--- config.mk ---
export PLATFORM = sky130hd
export DESIGN_NAME = pvm_regs
export DESIGN_NICKNAME = d
export VERILOG_FILES = /design/src/verilog/pvm_pkg.sv /design/src/verilog/pvm_regs.sv
export SDC_FILE = /design/constraint.sdc
export NUM_CORES = 1
export LEC_CHECK = 0
export ABC_AREA = 1
export BUFFER_PORTS_ARGS = -buffer_cell sky130_fd_sc_hd__buf_2
export CAP_MARGIN = 20
export CORE_ASPECT_RATIO = 1.2
export CORE_MARGIN = 1
export CORE_UTILIZATION = 43
export DETAILED_ROUTE_END_ITERATION = 10
export MAX_ROUTING_LAYER = met4
export PLACE_DENSITY = 0.7
export SLEW_MARGIN = 20
export SYNTH_ARGS = -nofsm -noshare
export SYNTH_HDL_FRONTEND = slang
export SYNTH_SLANG_ARGS = --single-unit
--- constraint.sdc ---
create_clock -name clock -period 2 [get_ports clock]
set_clock_uncertainty 0.15 [all_clocks]
set_input_delay 0.3 -clock clock [delete_from_list [all_inputs] [get_ports clock]]
set_output_delay 0.3 -clock clock [all_outputs]
set_load 0.005 [all_outputs]
--- src/verilog/pvm_pkg.sv ---
// Constants for the vendor mode register bank: offsets, field positions, resets.
// Assumes a management front end that presents decoded register reads and writes.
`default_nettype none
package pvm_pkg;
	localparam logic [4:0] PVM_OFF_SPECIAL = 5'h12;
	localparam logic [4:0] PVM_OFF_EXTMODE = 5'h13;
	localparam logic [4:0] PVM_OFF_ADDRPORT = 5'h14;
	localparam logic [4:0] PVM_OFF_DATAPORT = 5'h15;
	localparam logic [4:0] PVM_OFF_INDICATE = 5'h1B;
	localparam int PVM_SM_EARLY_RXDV = 15;
	localparam int PVM_SM_LOOP_DIS = 14;
	localparam int PVM_SM_CRC_SRC = 7;
	localparam int PVM_SM_MCLK = 6;
	localparam int PVM_EM_MODE_LSB = 11;
	localparam int PVM_EM_FIFO_LSB = 9;
	localparam int PVM_EM_RSV_LSB = 3;
	localparam int PVM_EM_MDI01 = 2;
	localparam int PVM_EM_MDI23 = 1;
	localparam int PVM_EM_CPD = 0;
	localparam int PVM_AP_READ = 15;
	localparam int PVM_AP_RSV_LSB = 7;
	localparam int PVM_CI_TXDLY = 9;
	localparam int PVM_CI_RXDLY = 8;
	localparam int PVM_CI_POL = 4;
	localparam logic [2:0] PVM_EM_RSV_RESET = 3'h7;
	localparam logic [1:0] PVM_EM_FIFO_RESET = 2'h0;
	localparam logic [7:0] PVM_AP_RSV_RESET = 8'h03;
	localparam logic [6:0] PVM_AP_INDEX_RESET = 7'h00;
	localparam logic [15:0] PVM_DATA_RESET = 16'h0000;
	localparam logic [6:0] PVM_AP_INDEX_MAX = 7'h0C;
endpackage
`default_nettype wire

--- src/verilog/pvm_regs.sv ---
// Vendor mode register bank of a tri-speed transceiver.
// Assumes the management bus engine gives one-cycle write strobes and a read address.
`timescale 1ns/10ps
`default_nettype none
module pvm_regs
	import pvm_pkg::*;
(
	input wire logic clock,
	input wire logic srst,
	input wire logic [4:0] reg_addr,
	input wire logic reg_wr,
	input wire logic [15:0] reg_wdata,
	output logic [15:0] reg_rdata,
	input wire logic [1:0] address_strap,
	input wire logic [1:0] mode_strap,
	input wire logic internal_delay_strap,
	input wire logic mac_clock_slow_select,
	input wire logic tenbase_polarity_flag,
	input wire logic auto_xover_disable,
	input wire logic auto_xover_pinout,
	input wire logic [15:0] adv_rdata,
	output logic [6:0] adv_index,
	output logic early_rxdv_en,
	output logic hd_loopback_dis,
	output logic crc_src_tx,
	output logic [4:0] station_address,
	output logic [4:0] function_setting,
	output logic [1:0] tx_fifo_depth_sel,
	output logic pinout_x01,
	output logic pinout_x23,
	output logic cond_par_detect,
	output logic tx_clk_delay_en,
	output logic rx_clk_delay_en
);
	import pvm_pkg::*;

	logic sm_early_q, sm_early_d, sm_loop_q, sm_loop_d, sm_crc_q, sm_crc_d;
	logic [4:0] addr_q, addr_d, mode_q, mode_d;
	logic [1:0] fifo_q, fifo_d;
	logic [2:0] rsv_q, rsv_d;
	logic mdi01_q, mdi01_d, mdi23_q, mdi23_d, cpd_q, cpd_d;
	logic [7:0] aprsv_q, aprsv_d;
	logic [6:0] index_q, index_d;
	logic [15:0] data_q, data_d;
	logic txd_q, txd_d, rxd_q, rxd_d;
	logic strap_q, strap_d;

	function automatic logic hit(input logic [4:0] a, input logic [4:0] off);
		return a == off;
	endfunction

	always_comb begin
		sm_early_d = sm_early_q;
		sm_loop_d = sm_loop_q;
		sm_crc_d = sm_crc_q;
		addr_d = addr_q;
		mode_d = mode_q;
		fifo_d = fifo_q;
		rsv_d = rsv_q;
		mdi01_d = mdi01_q;
		mdi23_d = mdi23_q;
		cpd_d = cpd_q;
		aprsv_d = aprsv_q;
		index_d = index_q;
		data_d = data_q;
		txd_d = txd_q;
		rxd_d = rxd_q;
		strap_d = 1'b0;
		if (strap_q) begin
			// Straps caught on the first cycle after reset release
			addr_d = {3'h0, address_strap};
			mode_d = {3'h0, mode_strap};
			txd_d = internal_delay_strap;
			rxd_d = internal_delay_strap;
		end else if (reg_wr) begin
			if (hit(reg_addr, PVM_OFF_SPECIAL)) begin
				sm_early_d = reg_wdata[PVM_SM_EARLY_RXDV];
				sm_loop_d = reg_wdata[PVM_SM_LOOP_DIS];
				sm_crc_d = reg_wdata[PVM_SM_CRC_SRC];
				addr_d = reg_wdata[4:0];
			end
			if (hit(reg_addr, PVM_OFF_EXTMODE)) begin
				mode_d = reg_wdata[PVM_EM_MODE_LSB +: 5];
				fifo_d = reg_wdata[PVM_EM_FIFO_LSB +: 2];
				rsv_d = reg_wdata[PVM_EM_RSV_LSB +: 3];
				mdi01_d = reg_wdata[PVM_EM_MDI01];
				mdi23_d = reg_wdata[PVM_EM_MDI23];
				cpd_d = reg_wdata[PVM_EM_CPD];
			end
			if (hit(reg_addr, PVM_OFF_ADDRPORT)) begin
				aprsv_d = reg_wdata[PVM_AP_RSV_LSB +: 8];
				index_d = reg_wdata[6:0];
				if (reg_wdata[PVM_AP_READ]) begin
					// Latch reads the index already held; select it in an earlier write
					data_d = (reg_wdata[6:0] <= PVM_AP_INDEX_MAX) ? adv_rdata : PVM_DATA_RESET;
				end
			end
			if (hit(reg_addr, PVM_OFF_INDICATE)) begin
				txd_d = reg_wdata[PVM_CI_TXDLY];
				rxd_d = reg_wdata[PVM_CI_RXDLY];
			end
		end
	end

	always_ff @(posedge clock) begin
		if (srst) begin
			sm_early_q <= 1'b0;
			sm_loop_q <= 1'b0;
			sm_crc_q <= 1'b0;
			addr_q <= 5'h00;
			mode_q <= 5'h00;
			fifo_q <= PVM_EM_FIFO_RESET;
			rsv_q <= PVM_EM_RSV_RESET;
			mdi01_q <= 1'b0;
			mdi23_q <= 1'b0;
			cpd_q <= 1'b0;
			aprsv_q <= PVM_AP_RSV_RESET;
			index_q <= PVM_AP_INDEX_RESET;
			data_q <= PVM_DATA_RESET;
			txd_q <= 1'b0;
			rxd_q <= 1'b0;
			strap_q <= 1'b1;
		end else begin
			sm_early_q <= sm_early_d;
			sm_loop_q <= sm_loop_d;
			sm_crc_q <= sm_crc_d;
			addr_q <= addr_d;
			mode_q <= mode_d;
			fifo_q <= fifo_d;
			rsv_q <= rsv_d;
			mdi01_q <= mdi01_d;
			mdi23_q <= mdi23_d;
			cpd_q <= cpd_d;
			aprsv_q <= aprsv_d;
			index_q <= index_d;
			data_q <= data_d;
			txd_q <= txd_d;
			rxd_q <= rxd_d;
			strap_q <= strap_d;
		end
	end

	// Read mux; the read bit always reads back zero
	always_comb begin
		reg_rdata = 16'h0000;
		unique case (reg_addr)
			PVM_OFF_SPECIAL: begin
				reg_rdata[PVM_SM_EARLY_RXDV] = sm_early_q;
				reg_rdata[PVM_SM_LOOP_DIS] = sm_loop_q;
				reg_rdata[PVM_SM_CRC_SRC] = sm_crc_q;
				reg_rdata[PVM_SM_MCLK] = mac_clock_slow_select;
				reg_rdata[4:0] = addr_q;
			end
			PVM_OFF_EXTMODE: begin
				reg_rdata = {mode_q, fifo_q, 3'h0, rsv_q, mdi01_q, mdi23_q, cpd_q};
			end
			PVM_OFF_ADDRPORT: begin
				reg_rdata = {1'b0, aprsv_q, index_q};
			end
			PVM_OFF_DATAPORT: begin
				reg_rdata = data_q;
			end
			PVM_OFF_INDICATE: begin
				reg_rdata[PVM_CI_TXDLY] = txd_q;
				reg_rdata[PVM_CI_RXDLY] = rxd_q;
				reg_rdata[PVM_CI_POL] = tenbase_polarity_flag;
			end
			default: begin
				reg_rdata = 16'h0000;
			end
		endcase
	end

	assign adv_index = index_q;
	assign early_rxdv_en = sm_early_q;
	assign hd_loopback_dis = sm_loop_q;
	assign crc_src_tx = sm_crc_q;
	assign station_address = addr_q;
	assign function_setting = mode_q;
	assign tx_fifo_depth_sel = fifo_q;
	assign pinout_x01 = auto_xover_disable ? mdi01_q : auto_xover_pinout;
	assign pinout_x23 = auto_xover_disable ? mdi23_q : auto_xover_pinout;
	assign cond_par_detect = cpd_q;
	assign tx_clk_delay_en = txd_q;
	assign rx_clk_delay_en = rxd_q;
endmodule
`default_nettype wire
**Yosys cells after proc, flatten, opt, wreduce, memory -nomap -nowiden**

Cells that the tools add are included.

- Register bits: 55
- Input bits: 49
- Output and inout port bits: 43

- Order comparisons: 1
- Equal/unequal tests: 5
- Mux-type cells: 23
- Bitwise gates (word level): 1
- Reductions and logical operators: 14

Operator list:

| kind | count |
|---|---|
| $eq 5x5->1 const B | 5 |
| $mux 16 | 1 |
| $pmux 2 s4 | 2 |
| $pmux 4 s4 | 1 |
| $mux 2 | 6 |
| $pmux 4 s3 | 1 |
| $reduce_and 2->1 | 5 |
| $mux 1 | 9 |
| $reduce_and 3->1 | 3 |
| $reduce_bool 2->1 | 4 |
| $le 7x4->1 const B | 1 |
| $pmux 2 s3 | 1 |
| $pmux 1 s5 | 1 |
| $reduce_and 4->1 | 1 |
| $pmux 1 s3 | 1 |
| $reduce_or 2->1 | 1 |
| $not 1->1 | 1 |

**Longest topological paths before layout**

Gate-level depths: netlist of run 1.

- Depth after elaboration: 4
- Mapped depth: 9

**Worst setup path after synthesis of run 1**

No wires, ideal clock.

- Kind: input -> output
- Start: in reg_addr[4]
- End: out reg_rdata[6]
- Arrival: 1148 ps
- Required time: 1550 ps
- Setup slack: 402 ps
- Stages on the path: 7
- Buffers on the path: 1
- Cell sequence: inv_1 nor2_1 nand2_1 nor2_2 buf_2 nand2_1 o211ai_1

- Cells in the longest elaborated chain, start to end: 2
- Elaborated cells between the ends (all ways): 4
- Classes of those cells: 3 x eq/ne; 1 x mux

RTL lines:

| what | line | text |
|---|---|---|
| start, declared | pvm_regs.sv:10 | `input wire logic [4:0] reg_addr,` |
| $eq 5x5->1 | pvm_regs.sv:146 | `unique case (reg_addr)` |
| $pmux 2 s3 (*) | pvm_regs.sv:146 |  |
| end, declared | pvm_regs.sv:13 | `output logic [15:0] reg_rdata,` |

Every way passes the cells marked *; elsewhere a longest branch is shown, timed or not.

**Worst setup path in the final report of run 1**

- Start: in reg_addr[0]
- End: out reg_rdata[4]

- Cells in the longest elaborated chain, start to end: 2
- Elaborated cells between the ends (all ways): 6
- Classes of those cells: 5 x eq/ne; 1 x mux

RTL lines:

| what | line |
|---|---|
| $eq 5x5->1 | pvm_regs.sv:146 |
| $pmux 1 s5 (*) | pvm_regs.sv:146 |

Marks and branches as above.

==> metrics.cfg, run 1 <==
[hold_path]
hold_path_startpoint = reg_wdata[7]
hold_path_class = in -> reg
holdPathStages = 3
hold_end = aprsv_q[0]$_SDFFE_PP1P_

[yosys]
synth_area_um2 = 2814
synth_area_leader_cell = dfxtp_1
post-synth-top-count-cell = nand2_1
yosysTopAreaCellShare_pct = 39.13
synth_fp_nets = 512
synth_cells = 463
ys_ff_latch = 55
synthTopCellsByArea = dfxtp_1, nand2_1, nor2_1, inv_1, nand3_1
ys_async_sr_fraction_pct = 0
yosysUniqueCellTypes = 18
yosys-top-cells-count = nand2_1, nor2_1, inv_1
synth_edf_count = 0
synth_flop_cell = dfxtp_1
ys_warn_count = 0
synth-seq-area-share_pct = 39.13
syn_avg_cell_area_um2 = 6.078

[layout]
fin_util_pct = 56.79
final_area_um2 = 3502
num-fill-cells = 648
nets = 605
diodes = 0
layout-drive-gt1-share_pct = 21.18
finalNonFillerCells = 639
area_delta_synth_final_pct = 24.46

[timing]
finalHoldWorstSlack_ns = 0.07256
max_slew.worst_pin.slew_ns = 0.5415
finalSetupViolations = 0
min_period_ns = 1.853
rsz0062_at_grt = false
min_period_over_period_pct = 92.65
hold_viol_final = 0
clock.fmax_ghz = 0.5397
drv_slew = 0
fin_tns_setup_ns = 0
setup_ws_ns = 0.1471
max_slew_margin_pct = 63.81

[floorplan]
rows = 31
die-height_um = 90.62
ioPinCount = 92
core_um2 = 6167
die_area_um2 = 6873
die_x_um = 75.85
start_util_pct = 45.63

[pwr]
ir_drop_mv = 0.3613
p_per_area_nw_per_um2 = 570.4
total_leakage_power_nw = 1.938
p_total_mw = 1.998

[drt]
drt-total-wl_um = 7586
vias = 2984
wl_per_cell_um = 11.87
ant_nets = 0
drc_errors = 0
drt_first_iter_violations = 195
drtPass1Iterations = 5
via_per_inst = 4.670

[clocking]
htreeDepth = 2
cts_buffer_depth = 2
cts_hold_buf = 0
clock_sinks = 55
clk_pin_slew_ns = 0.09
clock_latency_ns = 0.30
root_buffer = clkbuf_8
cts_tree = yes
cts_buffers = 5

[run_status]
status = complete, no violations

[setup_path]
crit-reg2reg-launch = strap_q$_DFF_P_
cp-startpoint = reg_addr[0]
critPathCaptureType = output pin
r2r-end = data_q[15]$_SDFFE_PP0P_
crit_fanout = 7
rrSetupSlack_ns = 0.45
cp-start-kind = input port
r2r_cells = 6
crit_arrival_ns = 1.40
worst-setup-path-type = in -> out
required_ns = 1.55

[placement]
io_buffer_count = 91
dp_worst_setup_slack_ns = 0.1256
place.gp.congestion = 0.8801
dpl.hpwl_um = 5731
dpl_cell_area_um2 = 3400
placed_cells = 631

[global_routing]
grt_pass1_vias = 2766
grt_max_degree = 33
grt_pass1_wl_um = 12490
antenna_found_initial = 0
grt-ovfl-total = 0
grtUsageTotal_pct = 23.99

[job]
maxCapViolCount = 0

## registers in the layout, indices dropped and copies added (netlist names)
name and count:
data_q 16, aprsv_q 8, adv_index 7, function_setting 5, station_address 5, rsv_q 3
tx_fifo_depth_sel 2, cond_par_detect 1, crc_src_tx 1, early_rxdv_en 1, hd_loopback_dis 1, mdi01_q 1
mdi23_q 1, rx_clk_delay_en 1, strap_q 1, tx_clk_delay_en 1
## cell families (layout without fill, tap and decap cells)
| family | Yosys count | in the layout | synth area share [%] |
|---|---|---|---|
| DFF | 55 | 55 | 39.13 |
| buffers and inverters | 86 | 180 | 12.45 |
| AOI/OAI and AO/OA | 35 | 35 | 7.292 |
| and+or+nand+nor | 287 | 287 | 41.13 |
## critical path: stages
cell,delay (ns)
buf_2,0.17
nand2_1,0.07
inv_1,0.13
nand3_1,0.13
inv_1,0.10
buf_4,0.16
nand2_1,0.06
nand2_1,0.06
nor2_1,0.04
nand2_1,0.08
buf_2,0.11
## power breakdown
group | switching [mW] | internal (mW) | total [mW]
logic | 0.126 | 0.0882 | 0.214
clock network | 0.345 | 0.317 | 0.662
registers | 0.0121 | 1.11 | 1.12
## final cells by class
cell class	count	area (µm²)	area share, %
Sequential cell	55	1101	31.44
Inverter	68	255.2	7.288
Tap cell	82	102.6	2.930
Timing Repair Buffer	104	578.1	16.51
Clock buffer	8	100.1	2.858
Multi-Input combinational cell	322	1365	38.98
## placed cells by master, fill, tap and decap left out, types with 2 or more instances in the layout
| cell | count |
|---|---|
| buf_4 | 11 |
| buf_2 | 91 |
| nand4_1 | 8 |
| a21oi_1 | 11 |
| nor2_1 | 110 |
| clkbuf_8 | 7 |
| nor2_2 | 2 |
| inv_1 | 65 |
| dfxtp_1 | 55 |
| nand2_1 | 142 |
| o21ai_0 | 12 |
| o211ai_1 | 12 |
| nand3_1 | 22 |
| buf_12 | 2 |
| inv_2 | 3 |
## timing repair
action,in CTS,in global routing
endpoints found under the hold margin,0,0
endpoints found under the setup margin,0,1
resized for setup,0,1
buffers inserted,0,0
## layer usage
| layer | part of all wire [%] | up-vias | global-route usage [%] |
|---|---|---|---|
| met1 | 46 | 1297 | 31.32 |
| met2 | 47 | 96 | 37.02 |
| met5 | 0 | - | - |
| li1 | - | 1587 | - |
| met3 | 6.0 | 4 | 3.683 |
| met4 | 0.95 | 0 | 8.488 |
## worst max path at each step
stage	end	slack (ns)
final	reg_rdata[4]	0.15
after detailed placement	reg_rdata[4]	0.13
after CTS	reg_rdata[4]	0.12
after global placement	reg_rdata[4]	0.17
after global routing	reg_rdata[4]	0.007
after floorplan	reg_rdata[6]	0.40
(Power assumes the default switching activity.)
==> inputs of run 2 (changes only) <==
--- a/config.mk
+++ b/config.mk
@@ -8,12 +8,14 @@
 export ABC_AREA = 1
 export BUFFER_PORTS_ARGS = -buffer_cell sky130_fd_sc_hd__buf_2
 export CAP_MARGIN = 20
+export CELL_PAD_IN_SITES_DETAIL_PLACEMENT = 0
+export CELL_PAD_IN_SITES_GLOBAL_PLACEMENT = 1
 export CORE_ASPECT_RATIO = 1.2
 export CORE_MARGIN = 1
-export CORE_UTILIZATION = 43
+export CORE_UTILIZATION = 34
 export DETAILED_ROUTE_END_ITERATION = 10
 export MAX_ROUTING_LAYER = met4
-export PLACE_DENSITY = 0.7
+export PLACE_DENSITY_LB_ADDON = 0.1
 export SLEW_MARGIN = 20
 export SYNTH_ARGS = -nofsm -noshare
 export SYNTH_HDL_FRONTEND = slang
==> metrics.cfg, run 2 (synthesis results as in run 1) <==
[clocking]
cts_tree = yes
clock_latency_ns = 0.31  ; about the same
root_buffer = clkbuf_8
cts_buffer_depth = 2  ; unchanged
post_cts_buffers = 0  ; unchanged
htreeDepth = 2  ; unchanged
cts_buffers = 5  ; unchanged
clock_sinks = 55  ; unchanged
clk_pin_slew_ns = 0.10  ; about the same

[layout]
nets = 606  ; +0.17%
largest_reg_flops = 16  ; unchanged
fin_util_pct = 43.85  ; -13 points
layout_commonest_cell = nand2_1
mostFrequentLayoutCells = nand2_1, nor2_1, buf_2, inv_1, dfxtp_1
layout-drive-gt1-share_pct = 21.04  ; -0.14 points
diodes = 0  ; unchanged
area_delta_synth_final_pct = 25.66
top_register = data_q

[timing]
finalHoldWorstSlack_ns = 0.06591  ; -0.006648 ns
clock.fmax_ghz = 0.5443  ; +0.86%
min_period_ns = 1.837  ; -0.01583 ns
finalSetupViolations = 0  ; unchanged
max_slew_margin_pct = 60.33  ; -3.5 points
max_slew.worst_pin.slew_ns = 0.5936  ; +0.05205 ns
setup_ws_ns = 0.1629  ; +0.01583 ns
rsz0062_at_grt = false
drv_slew = 0  ; unchanged
min_period_over_period_pct = 91.86  ; -0.79 points
fin_tns_setup_ns = 0  ; unchanged
hold_viol_final = 0  ; unchanged

[placement]
io_buffer_count = 91  ; unchanged
place.gp.congestion = 0.8293  ; -5.8%
dpl.hpwl_um = 6099  ; +6.4%
dp_worst_setup_slack_ns = 0.1032  ; -0.02237 ns

[drt]
drt_first_iter_violations = 142  ; -27%
drtPass1Iterations = 4  ; -1
wl_per_cell_um = 12.65  ; +6.5%
ant_nets = 0  ; unchanged
vias = 2921  ; -2.1%
drt-total-wl_um = 8234  ; +8.5%
drc_errors = 0  ; unchanged
via_per_inst = 4.487  ; -3.9%

[pwr]
p_switching_uw = 493.6  ; +2.1%
p_total_mw = 1.931  ; -3.3%
total_leakage_power_nw = 1.940  ; about the same
combPwrFrac_pct = 11.6  ; +0.9 points
clockPowerShare_pct = 30.3  ; -2.9 points
p_per_area_nw_per_um2 = 546.0  ; -4.3%
internal_power_mw = 1.437  ; -5.1%
switching_share_pct = 25.57  ; +1.4 points
p_seq_share_pct = 58.1  ; +2.0 points
ir_drop_mv = 0.2405  ; -33%

[run_status]
status = complete, no violations

[floorplan]
die_x_um = 85.05  ; +12%
die-height_um = 101.7  ; +12%
core_um2 = 8063  ; +31%
start_util_pct = 34.90  ; -11 points
rows = 36  ; +16%
ioPinCount = 92  ; unchanged
die_area_um2 = 8645  ; +26%

[setup_path]
crit_fanout = 11  ; +4
cp-start-kind = input port
cp_slowest_cell = buf_4
critPathCaptureType = output pin
crit_chain = buf_2, inv_1, nor2_2, nand2_1, nor2_2, buf_4, nand2_1, o211ai_1, buf_2
worst-path-buf-inv = 4  ; -1
required_ns = 1.55  ; about the same
path_delay_family = buffers and inverters
crit_arrival_ns = 1.39  ; about the same
worst-setup-path-type = in -> out
cp_slowest_stage_delay_ns = 0.21  ; +0.04 ns

[global_routing]
grt-ovfl-total = 0  ; unchanged
grt_pass1_wl_um = 13340  ; +6.8%
grt_pass1_vias = 2658  ; -3.9%
grt_max_degree = 42  ; +27%
antenna_found_initial = 0  ; unchanged
grtUsageTotal_pct = 20.61  ; -3.4 points

[hold_path]
hold_path_class = in -> reg

[job]
maxCapViolCount = 0  ; unchanged

==> run 2: layer usage <==
layer | global-route usage (%) | vias to the layer above | part of all wire (%)
li1 | - | 1579 | -
met1 | 26.45 | 1259 | 48
met2 | 34.49 | 76 | 47
met3 | 2.689 | 7 | 3.9
met4 | 4.824 | 0 | 0.90
met5 | - | - | 0
==> run 2: power groups by stage <==
stage	Clock [mW]	Sequential (mW)	Combinational (mW)
floorplan	0	1.14	0.113
finish	0.585	1.12	0.224
global placement	0	1.15	0.225
CTS	0.610	1.12	0.227
global route	0.642	1.12	0.256
detailed placement	0	1.15	0.225
==> run 2: metrics by stage <==
| step | instances | instance area, µm² |
|---|---|---|
| after floorplan | 463 | 2814 |
| after global placement | 645 | 3461 |
| after detailed placement | 645 | 3461 |
| after CTS | 651 | 3533 |
| after global routing | 651 | 3536 |
| final | 651 | 3536 |
==> run 2: final cells by class <==
class | instances | area [µm²]
multi-input combinational | 322 | 1365
tap | 95 | 118.9
fill | 922 | 4527
sequential | 55 | 1101
inverter | 68 | 255.2
timing repair buffer | 105 | 623.1
clock buffer | 6 | 72.57
==> run 2: repair_timing <==
| action | CTS | global route |
|---|---|---|
| hold buffers | 0 | 0 |
| resized for setup | 0 | 1 |
| setup endpoints to repair | 0 | 2 |
==> run 2: final timing paths <==
check,start,endpoint,slack (ns),depth (start not counted)
worst max register to register,strap_q$_DFF_P_,adv_index[6]$_SDFFE_PP0P_,0.50,7
worst min-delay path,reg_wdata[8],aprsv_q[1]$_SDFFE_PP1P_,0.07,3
worst min register to register,aprsv_q[0]$_SDFFE_PP1P_,aprsv_q[0]$_SDFFE_PP1P_,0.33,2
worst max-delay path,reg_addr[4],reg_rdata[8],0.16,9
==> run 2: worst reg2reg max path, delay by kind of cell (launching register included) <==
family	cells	cell delay (ns)
buf+inv	2	0.26
flops	1	0.44
simple gates	5	0.57
==> inputs of run 3 (changes only) <==
--- a/config.mk
+++ b/config.mk
@@ -15,7 +15,7 @@
 export CORE_UTILIZATION = 34
 export DETAILED_ROUTE_END_ITERATION = 10
 export MAX_ROUTING_LAYER = met4
-export PLACE_DENSITY_LB_ADDON = 0.1
+export PLACE_DENSITY = 0.88
 export SLEW_MARGIN = 20
 export SYNTH_ARGS = -nofsm -noshare
 export SYNTH_HDL_FRONTEND = slang
==> metrics.cfg, run 3 (synthesis results as in run 1) <==
[run_status]
status = complete, no violations

[floorplan]
die_area_um2 = 8645  ; unchanged
start_util_pct = 34.90  ; unchanged
die-height_um = 101.7  ; unchanged
ioPinCount = 92  ; unchanged
core_um2 = 8063  ; unchanged
die_x_um = 85.05  ; unchanged
rows = 36  ; unchanged

[clocking]
post_cts_buffers = 0  ; unchanged
clock_sinks = 55  ; unchanged
htreeDepth = 2  ; unchanged
cts-resized-gates = 0  ; unchanged
clk_pin_slew_ns = 0.10  ; about the same
cts_buffer_depth = 2  ; unchanged
cts_buffers = 5  ; unchanged
root_buffer = clkbuf_8
cts_tree = yes
cts_hold_buf = 0  ; unchanged
clock_latency_ns = 0.31  ; about the same

[layout]
area_delta_synth_final_pct = 26.32
fin_util_pct = 44.09  ; +0.23 points
nets = 605  ; -0.17%
largest_reg_flops = 16  ; unchanged
top_register = data_q
mostFrequentLayoutCells = nand2_1, nor2_1, buf_2, inv_1, dfxtp_1
diodes = 0  ; unchanged
layout_commonest_cell = nand2_1
layout-drive-gt1-share_pct = 21.36  ; +0.32 points

[global_routing]
antenna_found_initial = 0  ; unchanged
grt_max_degree = 33  ; -21%
grt_pass1_vias = 2768  ; +4.1%
grt_pass1_wl_um = 12940  ; -3.0%
grtUsageTotal_pct = 19.72  ; -0.88 points
grt-ovfl-total = 0  ; unchanged

[setup_path]
crit_cells = 11  ; +2
critPathCaptureType = output pin
cp_slowest_cell = nor2_1
path_delay_family = simple AND/OR/NAND/NOR gates
rrSetupSlack_ns = 0.40  ; -0.10 ns
crit_chain = buf_2, inv_1, nor2_1, nand2_2, nor2_2, buf_4, nand2_1, o21ai_0, inv_1, nand2_1, buf_2
worst-path-buf-inv = 5  ; +1
r2r-end = data_q[13]$_SDFFE_PP0P_
crit-reg2reg-launch = strap_q$_DFF_P_
cp_slowest_stage_delay_ns = 0.21  ; about the same
required_ns = 1.55  ; about the same
r2r_cells = 6  ; -1
crit_fanout = 8  ; -3
crit_arrival_ns = 1.43  ; +0.04 ns
worst-setup-path-type = in -> out
cp-start-kind = input port

[drt]
via_per_inst = 4.604  ; +2.6%
drt_first_iter_violations = 184  ; +30%
drc_errors = 0  ; unchanged
vias = 3002  ; +2.8%
drtPass1Iterations = 4  ; unchanged
wl_per_cell_um = 12.59  ; -0.49%
ant_nets = 0  ; unchanged
drt-total-wl_um = 8206  ; -0.34%

[hold_path]
hold_end = aprsv_q[1]$_SDFFE_PP1P_
holdPathStages = 3  ; unchanged
hold_path_class = in -> reg
hold_path_startpoint = reg_wdata[8]

[pwr]
p_per_area_nw_per_um2 = 622.2  ; +14%
internal_power_mw = 1.697  ; +18%
total_leakage_power_nw = 1.950  ; +0.51%
ir_drop_mv = 0.3884  ; +61%
p_seq_share_pct = 50.7  ; -7.4 points
combPwrFrac_pct = 9.9  ; -1.7 points
p_switching_uw = 514.6  ; +4.2%
clockPowerShare_pct = 39.4  ; +9.1 points
switching_share_pct = 23.26  ; -2.3 points

[timing]
min_period_ns = 1.884  ; +0.04658 ns
max_slew_margin_pct = 65.73  ; +5.4 points
max_slew.worst_pin.slew_ns = 0.5128  ; -0.08079 ns
hold_viol_final = 0  ; unchanged
finalSetupViolations = 0  ; unchanged
drv_slew = 0  ; unchanged
min_period_over_period_pct = 94.18  ; +2.3 points
fin_tns_setup_ns = 0  ; unchanged
clock.fmax_ghz = 0.5309  ; -2.5%
rsz0062_at_grt = false

[placement]
dpl.hpwl_um = 6235  ; +2.2%
io_buffer_count = 91  ; unchanged
place.gp.congestion = 0.8548  ; +3.1%

[job]
maxCapViolCount = 0  ; unchanged

[run 3: cell count changes in the layout (fill, tap and decap cells not counted)]
cell	previous run	this run
nand2_1	142	141
bufinv_16	0	2
buf_4	9	11
nand2_2	0	1
buf_12	5	2
nor2_1	110	111
nor2_2	2	1
clkinvlp_4	0	1
clkbuf_1	1	0
[run 3: worst max path at each step]
| stage | from | endpoint |
|---|---|---|
| after floorplan | reg_addr[4] | reg_rdata[6] |
| after global placement | reg_addr[4] | reg_rdata[4] |
| after detailed placement | reg_addr[4] | reg_rdata[4] |
| after CTS | reg_addr[4] | reg_rdata[7] |
| after global routing | reg_addr[4] | reg_rdata[10] |
| final | reg_addr[4] | reg_rdata[4] |
[run 3: cell type report]
cell class | count | area [µm²]
clock inverters | 3 | 67.56
multi-input cells | 322 | 1365
clock buffers | 5 | 68.82
repair buffers | 104 | 578.1
flip-flops and latches | 55 | 1101
inverters | 68 | 255.2
fillers | 890 | 4508
well taps | 95 | 118.9
[run 3: tightest hold or removal path: cells and delay by family]
family        cells  cell delay (ns)
buf+inv           1             0.09
simple gates      2             0.10
[run 3: power by group through the flow]
stage                     registers, mW  logic (mW)  clock network (mW)
final                              1.12       0.219               0.871
after global routing               1.12       0.246               0.930
after CTS                          1.12       0.220               0.887
after detailed placement           1.15       0.218                   0
after global placement             1.15       0.214                   0
after floorplan                    1.14       0.113                   0
[run 3: layer usage]
layer / wire length [µm] / vias to the layer above / global-route usage, %
met5: 0 / - / -
met4: 95 / 0 / 4.954
met3: 397 / 10 / 2.282
met2: 3830 / 88 / 33.37
met1: 3883 / 1323 / 25.07
li1: - / 1581 / -
[run 3: stage by stage]
step	hold slack, ns	cells	cell area, µm²	worst slack [ns]	power [mW]
floorplan	0.1777	463	2814	0.4021	1.256
global placement	0.3056	644	3416	0.1725	1.362
detailed placement	0.3140	644	3416	0.1426	1.366
CTS	0.06193	652	3552	0.1349	2.229
global route	0.06910	652	3555	0.001530	2.300
finish	0.06515	652	3555	0.1163	2.212
